File: src/frc_cfg.svh
`ifndef FRC_CFG_SVH
`define FRC_CFG_SVH

// Register indices; the byte address on the bus is four times the index.
`define IDX_CTRL 16'h1880
`define IDX_CNT_HI 16'h1881
`define IDX_CNT_LO 16'h1882
`define IDX_CMP_HI 16'h1883
`define IDX_CMP_LO 16'h1884

// Field positions in counter_control_status.
`define BIT_COUNT_CLEAR 7
`define BIT_RUN_ENABLE 5
`define BIT_CMP_IRQ_ENABLE 4
`define BIT_CMP_IRQ_ACK 3
`define BIT_CMP_IRQ_FLAG 2

// Reset values.
`define RST_COUNT 16'h0000
`define RST_COMPARE 16'hFFFF
`define RST_CTRL 8'h00

// Synchroniser depth for pins from outside the clock domain.
`define SYNC_STAGES 3

`endif

File: src/free_running_counter_pkg.sv
`default_nettype none

package free_running_counter_pkg;

   typedef struct packed {
      logic psel;
      logic penable;
      logic pwrite;
      logic [15:0] paddr;
      logic [31:0] pwdata;
   } apb_req_s;

   typedef struct packed {
      logic pready;
      logic [31:0] prdata;
      logic pslverr;
   } apb_rsp_s;

   typedef struct packed {
      logic s1;
      logic s2;
      logic s3;
      logic level;
      logic rise;
   } sync_state_s;

   typedef struct packed {
      logic [15:0] count;
      logic [15:0] compare;
      logic runEnable;
      logic cmpIrqEnable;
      logic cmpIrqFlag;
      logic cmpIrq;
      apb_rsp_s rsp;
   } frc_state_s;

endpackage

`default_nettype wire

File: src/osc_sync.sv
`timescale 1ns/1ps
`default_nettype none

// Three-stage synchroniser with an agreement filter and a rise detector.
// The first stage feeds only the second stage.
module osc_sync
   import free_running_counter_pkg::*;
(
   input wire logic clk,
   input wire logic rst,
   input wire logic ce,
   input wire logic pinIn,
   output logic level,
   output logic rise
);

   sync_state_s q;
   sync_state_s d;

   always_comb begin
      d = q;
      d.s1 = pinIn;
      d.s2 = q.s1;
      d.s3 = q.s2;
      d.rise = 1'b0;
      if (q.s2 == q.s3) begin
         d.level = q.s3;
         d.rise = q.s3 & ~q.level;
      end
   end

   always_ff @(posedge clk) begin
      if (rst) begin
         q <= '0;
      end else if (ce) begin
         q <= d;
      end
   end

   assign level = q.level;
   assign rise = q.rise;

endmodule // osc_sync

`default_nettype wire

File: src/count_compare.sv
`timescale 1ns/1ps
`default_nettype none

// Compares the running count against the programmed target.
module count_compare
   import free_running_counter_pkg::*;
(
   input wire logic [15:0] count,
   input wire logic [15:0] target,
   output logic equal,
   output logic atOrPast
);

   always_comb begin
      equal = (count == target);
      atOrPast = (count >= target);
   end

endmodule // count_compare

`default_nettype wire

File: src/free_running_counter_compare.sv
// The implementer's own choice: the APB slave port.
`timescale 1ns/1ps
`default_nettype none

`include "frc_cfg.svh"

module free_running_counter_compare
   import free_running_counter_pkg::*;
(
   input wire logic clk,
   input wire logic rst,
   input wire logic porRst,
   input wire logic ce,
   input wire logic slowOscIn,
   input wire logic fastOscIn,
   input wire logic testModeIn,
   input wire apb_req_s apbReq,
   output apb_rsp_s apbRsp,
   output logic cmpIrq,
   output logic cmpEvent,
   output logic runHold
);

   frc_state_s q;
   frc_state_s d;
   logic slowRise;
   logic fastRise;
   logic testMode;
   logic tick;
   logic cntEqual;
   logic cntAtOrPast;
   logic eventQ;
   logic setupPhase;
   logic writeTaken;
   logic addrHit;
   logic [15:0] regIndex;
   logic [7:0] readByte;
   logic [7:0] wByte;

   // Oscillator and mode pins are asynchronous; each passes three stages.
   osc_sync slowSync (
      .clk(clk),
      .rst(porRst),
      .ce(ce),
      .pinIn(slowOscIn),
      .level(),
      .rise(slowRise)
   );

   osc_sync fastSync (
      .clk(clk),
      .rst(porRst),
      .ce(ce),
      .pinIn(fastOscIn),
      .level(),
      .rise(fastRise)
   );

   osc_sync modeSync (
      .clk(clk),
      .rst(porRst),
      .ce(ce),
      .pinIn(testModeIn),
      .level(testMode),
      .rise()
   );

   count_compare cmpUnit (
      .count(q.count),
      .target(q.compare),
      .equal(cntEqual),
      .atOrPast(cntAtOrPast)
   );

   // A fast oscillator above a quarter of clk loses ticks in the sampler;
   // the trade keeps the whole block on one clock.
   always_comb begin
      tick = testMode ? fastRise : slowRise;
   end

   // Bus decode: the index is the byte address divided by four.
   always_comb begin
      regIndex = {2'b00, apbReq.paddr[15:2]};
      setupPhase = apbReq.psel & ~apbReq.penable;
      writeTaken = apbReq.psel & apbReq.penable & q.rsp.pready &
         apbReq.pwrite & ~q.rsp.pslverr;
      wByte = apbReq.pwdata[7:0];
      addrHit = 1'b1;
      readByte = 8'h00;
      case (regIndex)
         `IDX_CTRL: begin
            readByte[`BIT_RUN_ENABLE] = q.runEnable;
            readByte[`BIT_CMP_IRQ_ENABLE] = q.cmpIrqEnable;
            readByte[`BIT_CMP_IRQ_FLAG] = q.cmpIrqFlag;
            // Clear and acknowledge stay 0 on read.
         end
         `IDX_CNT_HI: begin
            readByte = q.count[15:8];
         end
         `IDX_CNT_LO: begin
            readByte = q.count[7:0];
         end
         `IDX_CMP_HI: begin
            readByte = q.compare[15:8];
         end
         `IDX_CMP_LO: begin
            readByte = q.compare[7:0];
         end
         default: begin
            addrHit = 1'b0;
         end
      endcase
   end

   always_comb begin
      d = q;
      eventQ = cntEqual;

      // Answer is prepared during setup so the access phase needs no wait.
      d.rsp.pready = 1'b0;
      d.rsp.pslverr = 1'b0;
      if (setupPhase) begin
         d.rsp.pready = 1'b1;
         d.rsp.pslverr = ~addrHit;
         d.rsp.prdata = apbReq.pwrite ? 32'h0000_0000 : {24'h000000, readByte};
      end

      // Counting advances on each tick while runEnable is set; ce low holds it.
      if (q.runEnable && tick) begin
         d.count = q.count + 16'h0001;
      end

      if (writeTaken) begin
         case (regIndex)
            `IDX_CTRL: begin
               d.runEnable = wByte[`BIT_RUN_ENABLE];
               d.cmpIrqEnable = wByte[`BIT_CMP_IRQ_ENABLE];
               if (wByte[`BIT_COUNT_CLEAR]) begin
                  d.count = `RST_COUNT;
               end
               if (wByte[`BIT_COUNT_CLEAR] || !wByte[`BIT_RUN_ENABLE]) begin
                  d.cmpIrqEnable = 1'b0;
               end
               if (wByte[`BIT_CMP_IRQ_ACK]) begin
                  d.cmpIrqFlag = 1'b0;
               end
            end
            `IDX_CMP_HI: begin
               d.compare[15:8] = wByte;
            end
            `IDX_CMP_LO: begin
               d.compare[7:0] = wByte;
            end
            default: begin
               d.count = d.count;
            end
         endcase
      end

      // Setting is placed after the acknowledge so a same-cycle event wins.
      if (q.cmpIrqEnable && cntAtOrPast) begin
         d.cmpIrqFlag = 1'b1;
      end
      d.cmpIrq = d.cmpIrqFlag & d.cmpIrqEnable;
   end

   logic eventR;

   always_ff @(posedge clk) begin
      if (porRst) begin
         q.count <= `RST_COUNT;
         q.compare <= `RST_COMPARE;
         q.runEnable <= 1'b0;
         q.cmpIrqEnable <= 1'b0;
         q.cmpIrqFlag <= 1'b0;
         q.cmpIrq <= 1'b0;
         q.rsp <= '0;
         eventR <= 1'b0;
      end else if (rst) begin
         // Count and run state survive resets other than power-on.
         q.compare <= `RST_COMPARE;
         q.cmpIrqEnable <= 1'b0;
         q.cmpIrqFlag <= 1'b0;
         q.cmpIrq <= 1'b0;
         q.rsp <= '0;
         eventR <= 1'b0;
      end else if (ce) begin
         q <= d;
         eventR <= eventQ & q.cmpIrqEnable;
      end
   end

   assign apbRsp = q.rsp;
   assign cmpIrq = q.cmpIrq;
   assign cmpEvent = eventR;
   assign runHold = q.runEnable;

endmodule // free_running_counter_compare

`default_nettype wire

File: config.mk
export PLATFORM = sky130hd
export DESIGN_NAME = free_running_counter_compare
export DESIGN_NICKNAME = d
export VERILOG_FILES = /design/src/free_running_counter_pkg.sv /design/src/osc_sync.sv /design/src/count_compare.sv /design/src/free_running_counter_compare.sv
export VERILOG_INCLUDE_DIRS = /design/src
export SDC_FILE = /design/constraint.sdc
export NUM_CORES = 1
export LEC_CHECK = 0
export BUFFER_PORTS_ARGS = -buffer_cell sky130_fd_sc_hd__buf_2
export CAP_MARGIN = 20
export CORE_ASPECT_RATIO = 0.8
export CORE_MARGIN = 8
export CORE_UTILIZATION = 40
export DETAILED_ROUTE_END_ITERATION = 12
export SLEW_MARGIN = 5
export SYNTH_ARGS = -nofsm -noshare
export SYNTH_HDL_FRONTEND = slang
export SYNTH_SLANG_ARGS = --single-unit
File: constraint.sdc
create_clock -name clk -period 2.5 [get_ports clk]
set_input_delay 0.375 -clock clk [delete_from_list [all_inputs] [get_ports clk]]
set_output_delay 0.375 -clock clk [all_outputs]
set_load 0.02 [all_outputs]
==> results of run 1 <==
## synthesized netlist by cell type (8+ instances only)
cell type	count	area [µm²]
dfxtp_1	61	1220
nor2_1	46	173
nand2_1	37	139
buf_4	36	270
inv_1	20	75.1
mux2i_1	18	180
ha_1	17	213
o21ai_0	16	80.1
a21oi_1	15	75.1
clkbuf_1	10	37.5
nand4_1	10	62.6
xor2_1	8	70.1
## state kept, by name, indices dropped and copies added, names as in the netlist, 2 cells and up
signal,count
fastSync.d,2
modeSync.d,2
q,34
apbRsp,10
slowSync.d,2
## through the flow
step	cell area [µm²]	util, %	setup slack [ns]
5_1_grt	3700	44.4	0.365
3_5_place_dp	3500	42.0	0.250
4_1_cts	3700	44.4	0.547
6_report	3700	44.4	0.531
3_3_place_gp	3500	42.0	0.265
2_1_floorplan	3450	-	0.629
## per-layer routing
layer  global-route usage, %  share of wire [%]  vias to the layer above
met1                    16.7                 46                     1229
met5                       0                  0                        -
li1                        -                  -                     1366
met3                    4.84                5.7                        8
met4                    4.07               0.91                        0
met2                    22.4                 47                       51
## worst min-delay path, cell delays in order
cell	delay, ns
buf_2	0.07
mux2i_1	0.06
nor2_1	0.07
## final cells by class
| cell class | instances | area (µm²) |
|---|---|---|
| clock inverter | 6 | 62.6 |
| timing repair buffer | 50 | 265 |
| inverter | 20 | 75.1 |
| clock buffer | 10 | 138 |
| multi-input combinational | 283 | 1800 |
| fill | 884 | 4630 |
| sequential | 61 | 1220 |
| tap | 112 | 140 |
## worst max-delay path by stage
| stage | start | endpoint |
|---|---|---|
| final | q[67] | cmpIrq |
| after global routing | q[53] | cmpIrq |
| after CTS | q[51] | cmpIrq |
| after detailed placement | apbReq[40] | q[59] |
| after global placement | apbReq[40] | q[56] |
| after floorplan | apbReq[40] | q[46] |
## cells by family after synthesis
family | synth area share (%)
adders and majority gates | 6.32
buffers and inverters | 12.9
AOI/OAI and AO/OA | 13.9
other | 0.111
DFF | 36.3
muxes | 6.69
and+or+nand+nor | 19.9
xor gates and xnor gates | 3.90
## report_power, final
part	leakage, nW	internal (W)	switching, W
clock	0.0943	0.000483	0.000410
sequential	0.493	0.000978	0.00000582
combinational	1.15	0.0000438	0.0000950
total	1.74	0.00151	0.000511
==> run summary, run 1 <==
Antenna violations before repair -> 0
Global-route wire length before repair -> 13000 µm
Die width -> 119 µm
Pre-antenna DRT Iters -> 4
CTS max path bufs -> 2
Antenna viol nets, final -> 0
Initial Util -> 40.4%
DR vias/cell -> 4.90
Core Region -> 8330 µm²
Crit-path cells -> ha_1 > a21o_1 > a222oi_1 > o21ai_0 > a221oi_1 > o41ai_1
Async SR Flop Fraction -> 0%
Worst path max stage delay -> 0.43 ns
Hold path start -> fastOscIn
Syn Inst Count -> 392
TritonCTS buffer count -> 9
WP data required -> 2.71 ns
Status -> finished clean
Main synth FF type -> dfxtp_1
DP HPWL -> 6180 µm
Max FO, Critical Path -> 4
Period utilization -> 78.8%
Ports -> 95
Number of synthesized flops with an enable pin -> 0
CP endpoint kind -> flop
RSZ-0062 raised after global routing -> no
Most frequent cells in the layout -> dfxtp_1 (61), nor2_1 (46), buf_2 (44)
Final total power -> 0.00202 W
Post-CTS Resized -> 0
Number of setup buffers added after CTS -> 0
Total Routing Usage GR -> 13.8%
Max Cap Violations -> 0
Final Setup Violations -> 0
Largest net degree at the start of global routing -> 19
Ant. Diodes -> 0
Setup Skew -> 0.0125 ns
Avg WL per Cell -> 14.7 µm
CTS root buffer -> clkbuf_8
Flop-to-flop setup slack -> 0.53 ns
Worst vdd ir -> 0.330 mV
Number of global-route vias before repair -> 2614
Final net count -> 500
Max Clock Freq -> 0.508 GHz
Placer Congestion -> 0.861
Overflow after GRT -> 0
Vias -> 2654
Hold Slack -> 0.271 ns
Delay-heaviest family, CP -> compound AO/OA/AOI/OAI gates
R2R Path Start -> q[67]
CTS tree -> yes
Reg2Reg Depth -> 6
Site Rows -> 30
WP depth -> 6
Area Growth Syn to Fin -> 9.92%
Max-slew violation count -> 0
Clk sink count -> 61
Synthesis Warnings -> 0
CTS H-tree depth -> 3
WHS Endpoint -> fastSync.d[3]
Buf+Inv Stages, Crit Path -> 0
Most common cell after layout, fill and taps aside -> dfxtp_1
Slew headroom -> 61.5%
Leak -> 1.74 nW
Placed cells -> 526
WS Path Type -> reg2reg
Port bufs -> 44
Slew @ Worst Pin -> 0.576 ns
Yosys cell types -> 47
PD cells -> 545 nW/µm²
RR Endpoint -> cmpIrq
# hold bufs at CTS -> 0
Flops & latches, synth -> 61
Type of element launching the critical path -> flop
Layout cells sized above 1 -> 18.6%
Hold Path Class -> in2reg
Die Footprint -> 11600 µm²
Post-synthesis cell area -> 3370 µm²
Syn avg cell area -> 8.59 µm²
Hold Vio Cnt, Final -> 0
Worst hold path stage count -> 3
DR iter-0 viols -> 123
Non-Filler Instances -> 542
Clock slew at reported path FFs -> 0.07 ns
Clock latency on the worst-skew pair -> 0.34 ns
Die Span Y -> 98.1 µm
Drt drc -> 0
Sequential share of the synthesized area -> 36.3%
DRT Wirelength -> 7950 µm
Critical path arrival -> 2.18 ns
Period minus WS final -> 1.97 ns
Setup TNS -> 0 ns
Slowest CP cell -> dfxtp_1
(Power assumes the default switching activity.)
==> inputs of run 2 (changes only) <==
Settings changed: ABC_AREA from default to 1.
Clock period 2.5 ns to 2 ns, I/O delays scaled along.
==> run summary, run 2 <==
Ant. Diodes -> 0 (unchanged)
CTS max path bufs -> 2 (unchanged)
Number of global-route vias before repair -> 3179 (was 2614)
Setup TNS -> 0 ns (unchanged)
RSZ-0062 raised after global routing -> no (unchanged)
Synth top area share -> 33.3% (was 36.3%)
Global-route wire length before repair -> 16100 µm (was 13000 µm)
Hold Vio Cnt, Final -> 0 (unchanged)
Max-slew violation count -> 0 (unchanged)
Site Rows -> 31 (was 30)
Final total power -> 0.00290 W (was 0.00202 W)
Syn Inst Count -> 524 (was 392)
Clock slew at reported path FFs -> 0.06 ns (was 0.07 ns)
Final net count -> 648 (was 500)
Ports -> 95 (unchanged)
Avg WL per Cell -> 14.1 µm (was 14.7 µm)
WP data required -> 2.22 ns (was 2.71 ns)
Number of synthesized flops with an enable pin -> 0 (unchanged)
Max FO, Critical Path -> 4 (unchanged)
Worst vdd ir -> 0.553 mV (was 0.330 mV)
Combinational power share -> 6.8% (was 6.9%)
Main synth FF type -> dfxtp_1 (unchanged)
Switching Fraction -> 25.4% (was 25.3%)
Placed cells -> 677 (was 526)
Type of element launching the critical path -> flop (unchanged)
Post-CTS Resized -> 0 (unchanged)
Drt drc -> 0 (unchanged)
Worst hold path stage count -> 3 (unchanged)
PD cells -> 690 nW/µm² (was 545 nW/µm²)
Max reg flops -> 34 (unchanged)
Critical path arrival -> 2.00 ns (was 2.18 ns)
Sequential share of the synthesized area -> 33.3% (was 36.3%)
Largest net degree at the start of global routing -> 18 (was 19)
DP HPWL -> 7810 µm (was 6180 µm)
Reg2Reg Depth -> 7 (was 6)
Die width -> 123 µm (was 119 µm)
Status -> finished clean (unchanged)
TritonCTS buffer count -> 9 (unchanged)
Most frequent cells in the layout -> nand2_1 (104), inv_1 (69), nor2_1 (63) (was dfxtp_1 (61), nor2_1 (46), buf_2 (44))
Max Clock Freq -> 0.564 GHz (was 0.508 GHz)
Vias -> 3430 (was 2654)
Layout cells sized above 1 -> 16.6% (was 18.6%)
CTS H-tree depth -> 3 (unchanged)
Antenna violations before repair -> 0 (unchanged)
CP endpoint kind -> flop (unchanged)
Flops & latches, synth -> 61 (unchanged)
# hold bufs at CTS -> 0 (unchanged)
DRT Wirelength -> 9740 µm (was 7950 µm)
Placer Congestion -> 0.936 (was 0.861)
Top cells by area, synth -> dfxtp_1 (33%), nand2_1 (11%), buf_4 (7.4%) (was dfxtp_1 (36%), buf_4 (8.0%), ha_1 (6.3%))
Most common cell in the netlist -> nand2_1 (was dfxtp_1)
Synthesis Warnings -> 0 (unchanged)
Worst path max stage delay -> 0.48 ns (was 0.43 ns)
DR vias/cell -> 4.95 (was 4.90)
Flop-to-flop setup slack -> 0.23 ns (was 0.53 ns)
CTS root buffer -> clkbuf_16 (was clkbuf_8)
Period minus WS final -> 1.77 ns (was 1.97 ns)
WHS Endpoint -> slowSync.d[3] (was fastSync.d[3])
Post-synth top area cell -> dfxtp_1 (unchanged)
RR Endpoint -> q[69] (was cmpIrq)
CTS tree -> yes (unchanged)
Port bufs -> 44 (unchanged)
DR iter-0 viols -> 232 (was 123)
Clk sink count -> 61 (unchanged)
Switch Pwr -> 0.000738 W (was 0.000511 W)
Core Util, Final -> 46.7% (was 44.4%)
Clock share of power -> 50.5% (was 44.3%)
Core Region -> 9000 µm² (was 8330 µm²)
Initial Util -> 40.8% (was 40.4%)
Die Span Y -> 102 µm (was 98.1 µm)
Area Growth Syn to Fin -> 14.6% (was 9.92%)
Hold Path Class -> in2reg (unchanged)
Setup Skew -> 0.00697 ns (was 0.0125 ns)
P_int -> 0.00216 W (was 0.00151 W)
Slowest CP cell -> dfxtp_1 (unchanged)
Period utilization -> 88.7% (was 78.8%)
Syn avg cell area -> 7.00 µm² (was 8.59 µm²)
Async SR Flop Fraction -> 0% (unchanged)
Number of setup buffers added after CTS -> 0 (unchanged)
Delay-heaviest family, CP -> simple AND/OR/NAND/NOR gates (was compound AO/OA/AOI/OAI gates)
Total Routing Usage GR -> 16.6% (was 13.8%)
Synth cell count leaders -> nand2_1 (104), inv_1 (69), nor2_1 (63) (was dfxtp_1 (61), nor2_1 (46), nand2_1 (37))
Reg with most FFs -> q (unchanged)
Clock latency on the worst-skew pair -> 0.33 ns (was 0.34 ns)
Post-synthesis cell area -> 3670 µm² (was 3370 µm²)
Buf+Inv Stages, Crit Path -> 1 (was 0)
Non-Filler Instances -> 693 (was 542)
Layout fillers -> 913 (was 884)
Storage cell area -> 1220 µm² (unchanged)
Antenna viol nets, final -> 0 (unchanged)
Final Setup Violations -> 0 (unchanged)
Seq pwr share -> 42.7% (was 48.8%)
Final worst slack -> 0.227 ns (was 0.531 ns)
Hold path start -> slowOscIn (was fastOscIn)
Overflow after GRT -> 0 (unchanged)
Area of the multi-input gates -> 1930 µm² (was 1800 µm²)
Pre-CTS WS -> 0.176 ns (was 0.250 ns)
Critical Path Most Common Cell -> nor3_1
Crit-path cells -> inv_1 > nor3_1 > nand3_1 > nor3_1 > nand2_1 > xor2_1 > nor2_1 (was ha_1 > a21o_1 > a222oi_1 > o21ai_0 > a221oi_1 > o41ai_1)
WS Path Type -> reg2reg (unchanged)
Yosys cell types -> 34 (was 47)
Most common cell after layout, fill and taps aside -> nand2_1 (was dfxtp_1)
Max Cap Violations -> 0 (unchanged)
Leak -> 2.10 nW (was 1.74 nW)
R2R Path Start -> q[56] (was q[67])
Pre-antenna DRT Iters -> 5 (was 4)
Die Footprint -> 12500 µm² (was 11600 µm²)
==> run 2: cell families (layout without fill, tap and decap cells) <==
family	count (synthesis)	after routing	synth area share (%)
buf+inv	118	149	16.4
fa+ha+maj	17	17	5.80
simple gates	241	241	30.4
flops	61	61	33.3
xor+xnor	5	5	1.19
compound gates	81	81	12.8
other cells	1	24	0.102
==> run 2: metal layers <==
| metal | up-vias | routed length [µm] | track usage, % |
|---|---|---|---|
| met5 | - | 0 | 0 |
| met1 | 1567 | 4440 | 21.2 |
| met4 | 0 | 119 | 5.45 |
| met3 | 9 | 760 | 4.74 |
| met2 | 105 | 4420 | 26.3 |
| li1 | 1749 | - | - |
==> run 2: worst max-delay path by stage <==
stage	startpoint	to	slack, ns	depth (start not counted)
6_report	q[56]	q[69]	0.23	7
5_1_grt	q[58]	q[69]	0.007	9
4_1_cts	q[58]	q[69]	0.24	9
3_5_place_dp	ce	q[39]	0.18	7
3_3_place_gp	apbReq[40]	apbRsp[4]	0.23	10
2_1_floorplan	ce	q[44]	0.47	8
==> run 2: cell type report <==
cell class                 instances  share of cell area (%)
clock buffer                      10                    5.68
clock inverter                     6                    1.16
inverter                          71                    6.34
multi-input combinational        368                    45.9
sequential                        61                    29.0
tap                              115                    3.42
timing repair buffer              62                    8.45
==> run 2: power groups by stage <==
stage / Combinational [W] / Sequential, W / Clock [W]
final: 0.000197 / 0.00124 / 0.00146
after global routing: 0.000218 / 0.00124 / 0.00155
after CTS: 0.000196 / 0.00124 / 0.00149
after detailed placement: 0.000195 / 0.00127 / 0
after global placement: 0.000190 / 0.00126 / 0
after floorplan: 0.000161 / 0.00126 / 0
==> run 2: through the flow <==
stage | instance area (µm²) | hold slack [ns]
finish | 4200 | 0.187
global route | 4200 | 0.189
CTS | 4200 | 0.181
detailed placement | 3920 | 0.451
global placement | 3920 | 0.450
floorplan | 3750 | 0.435
==> run 2: worst min-delay path: cells and delay by family <==
kind / cells / cell delay [ns]
buffers and inverters: 1 / 0.07
AND/OR/NAND/NOR: 2 / 0.11
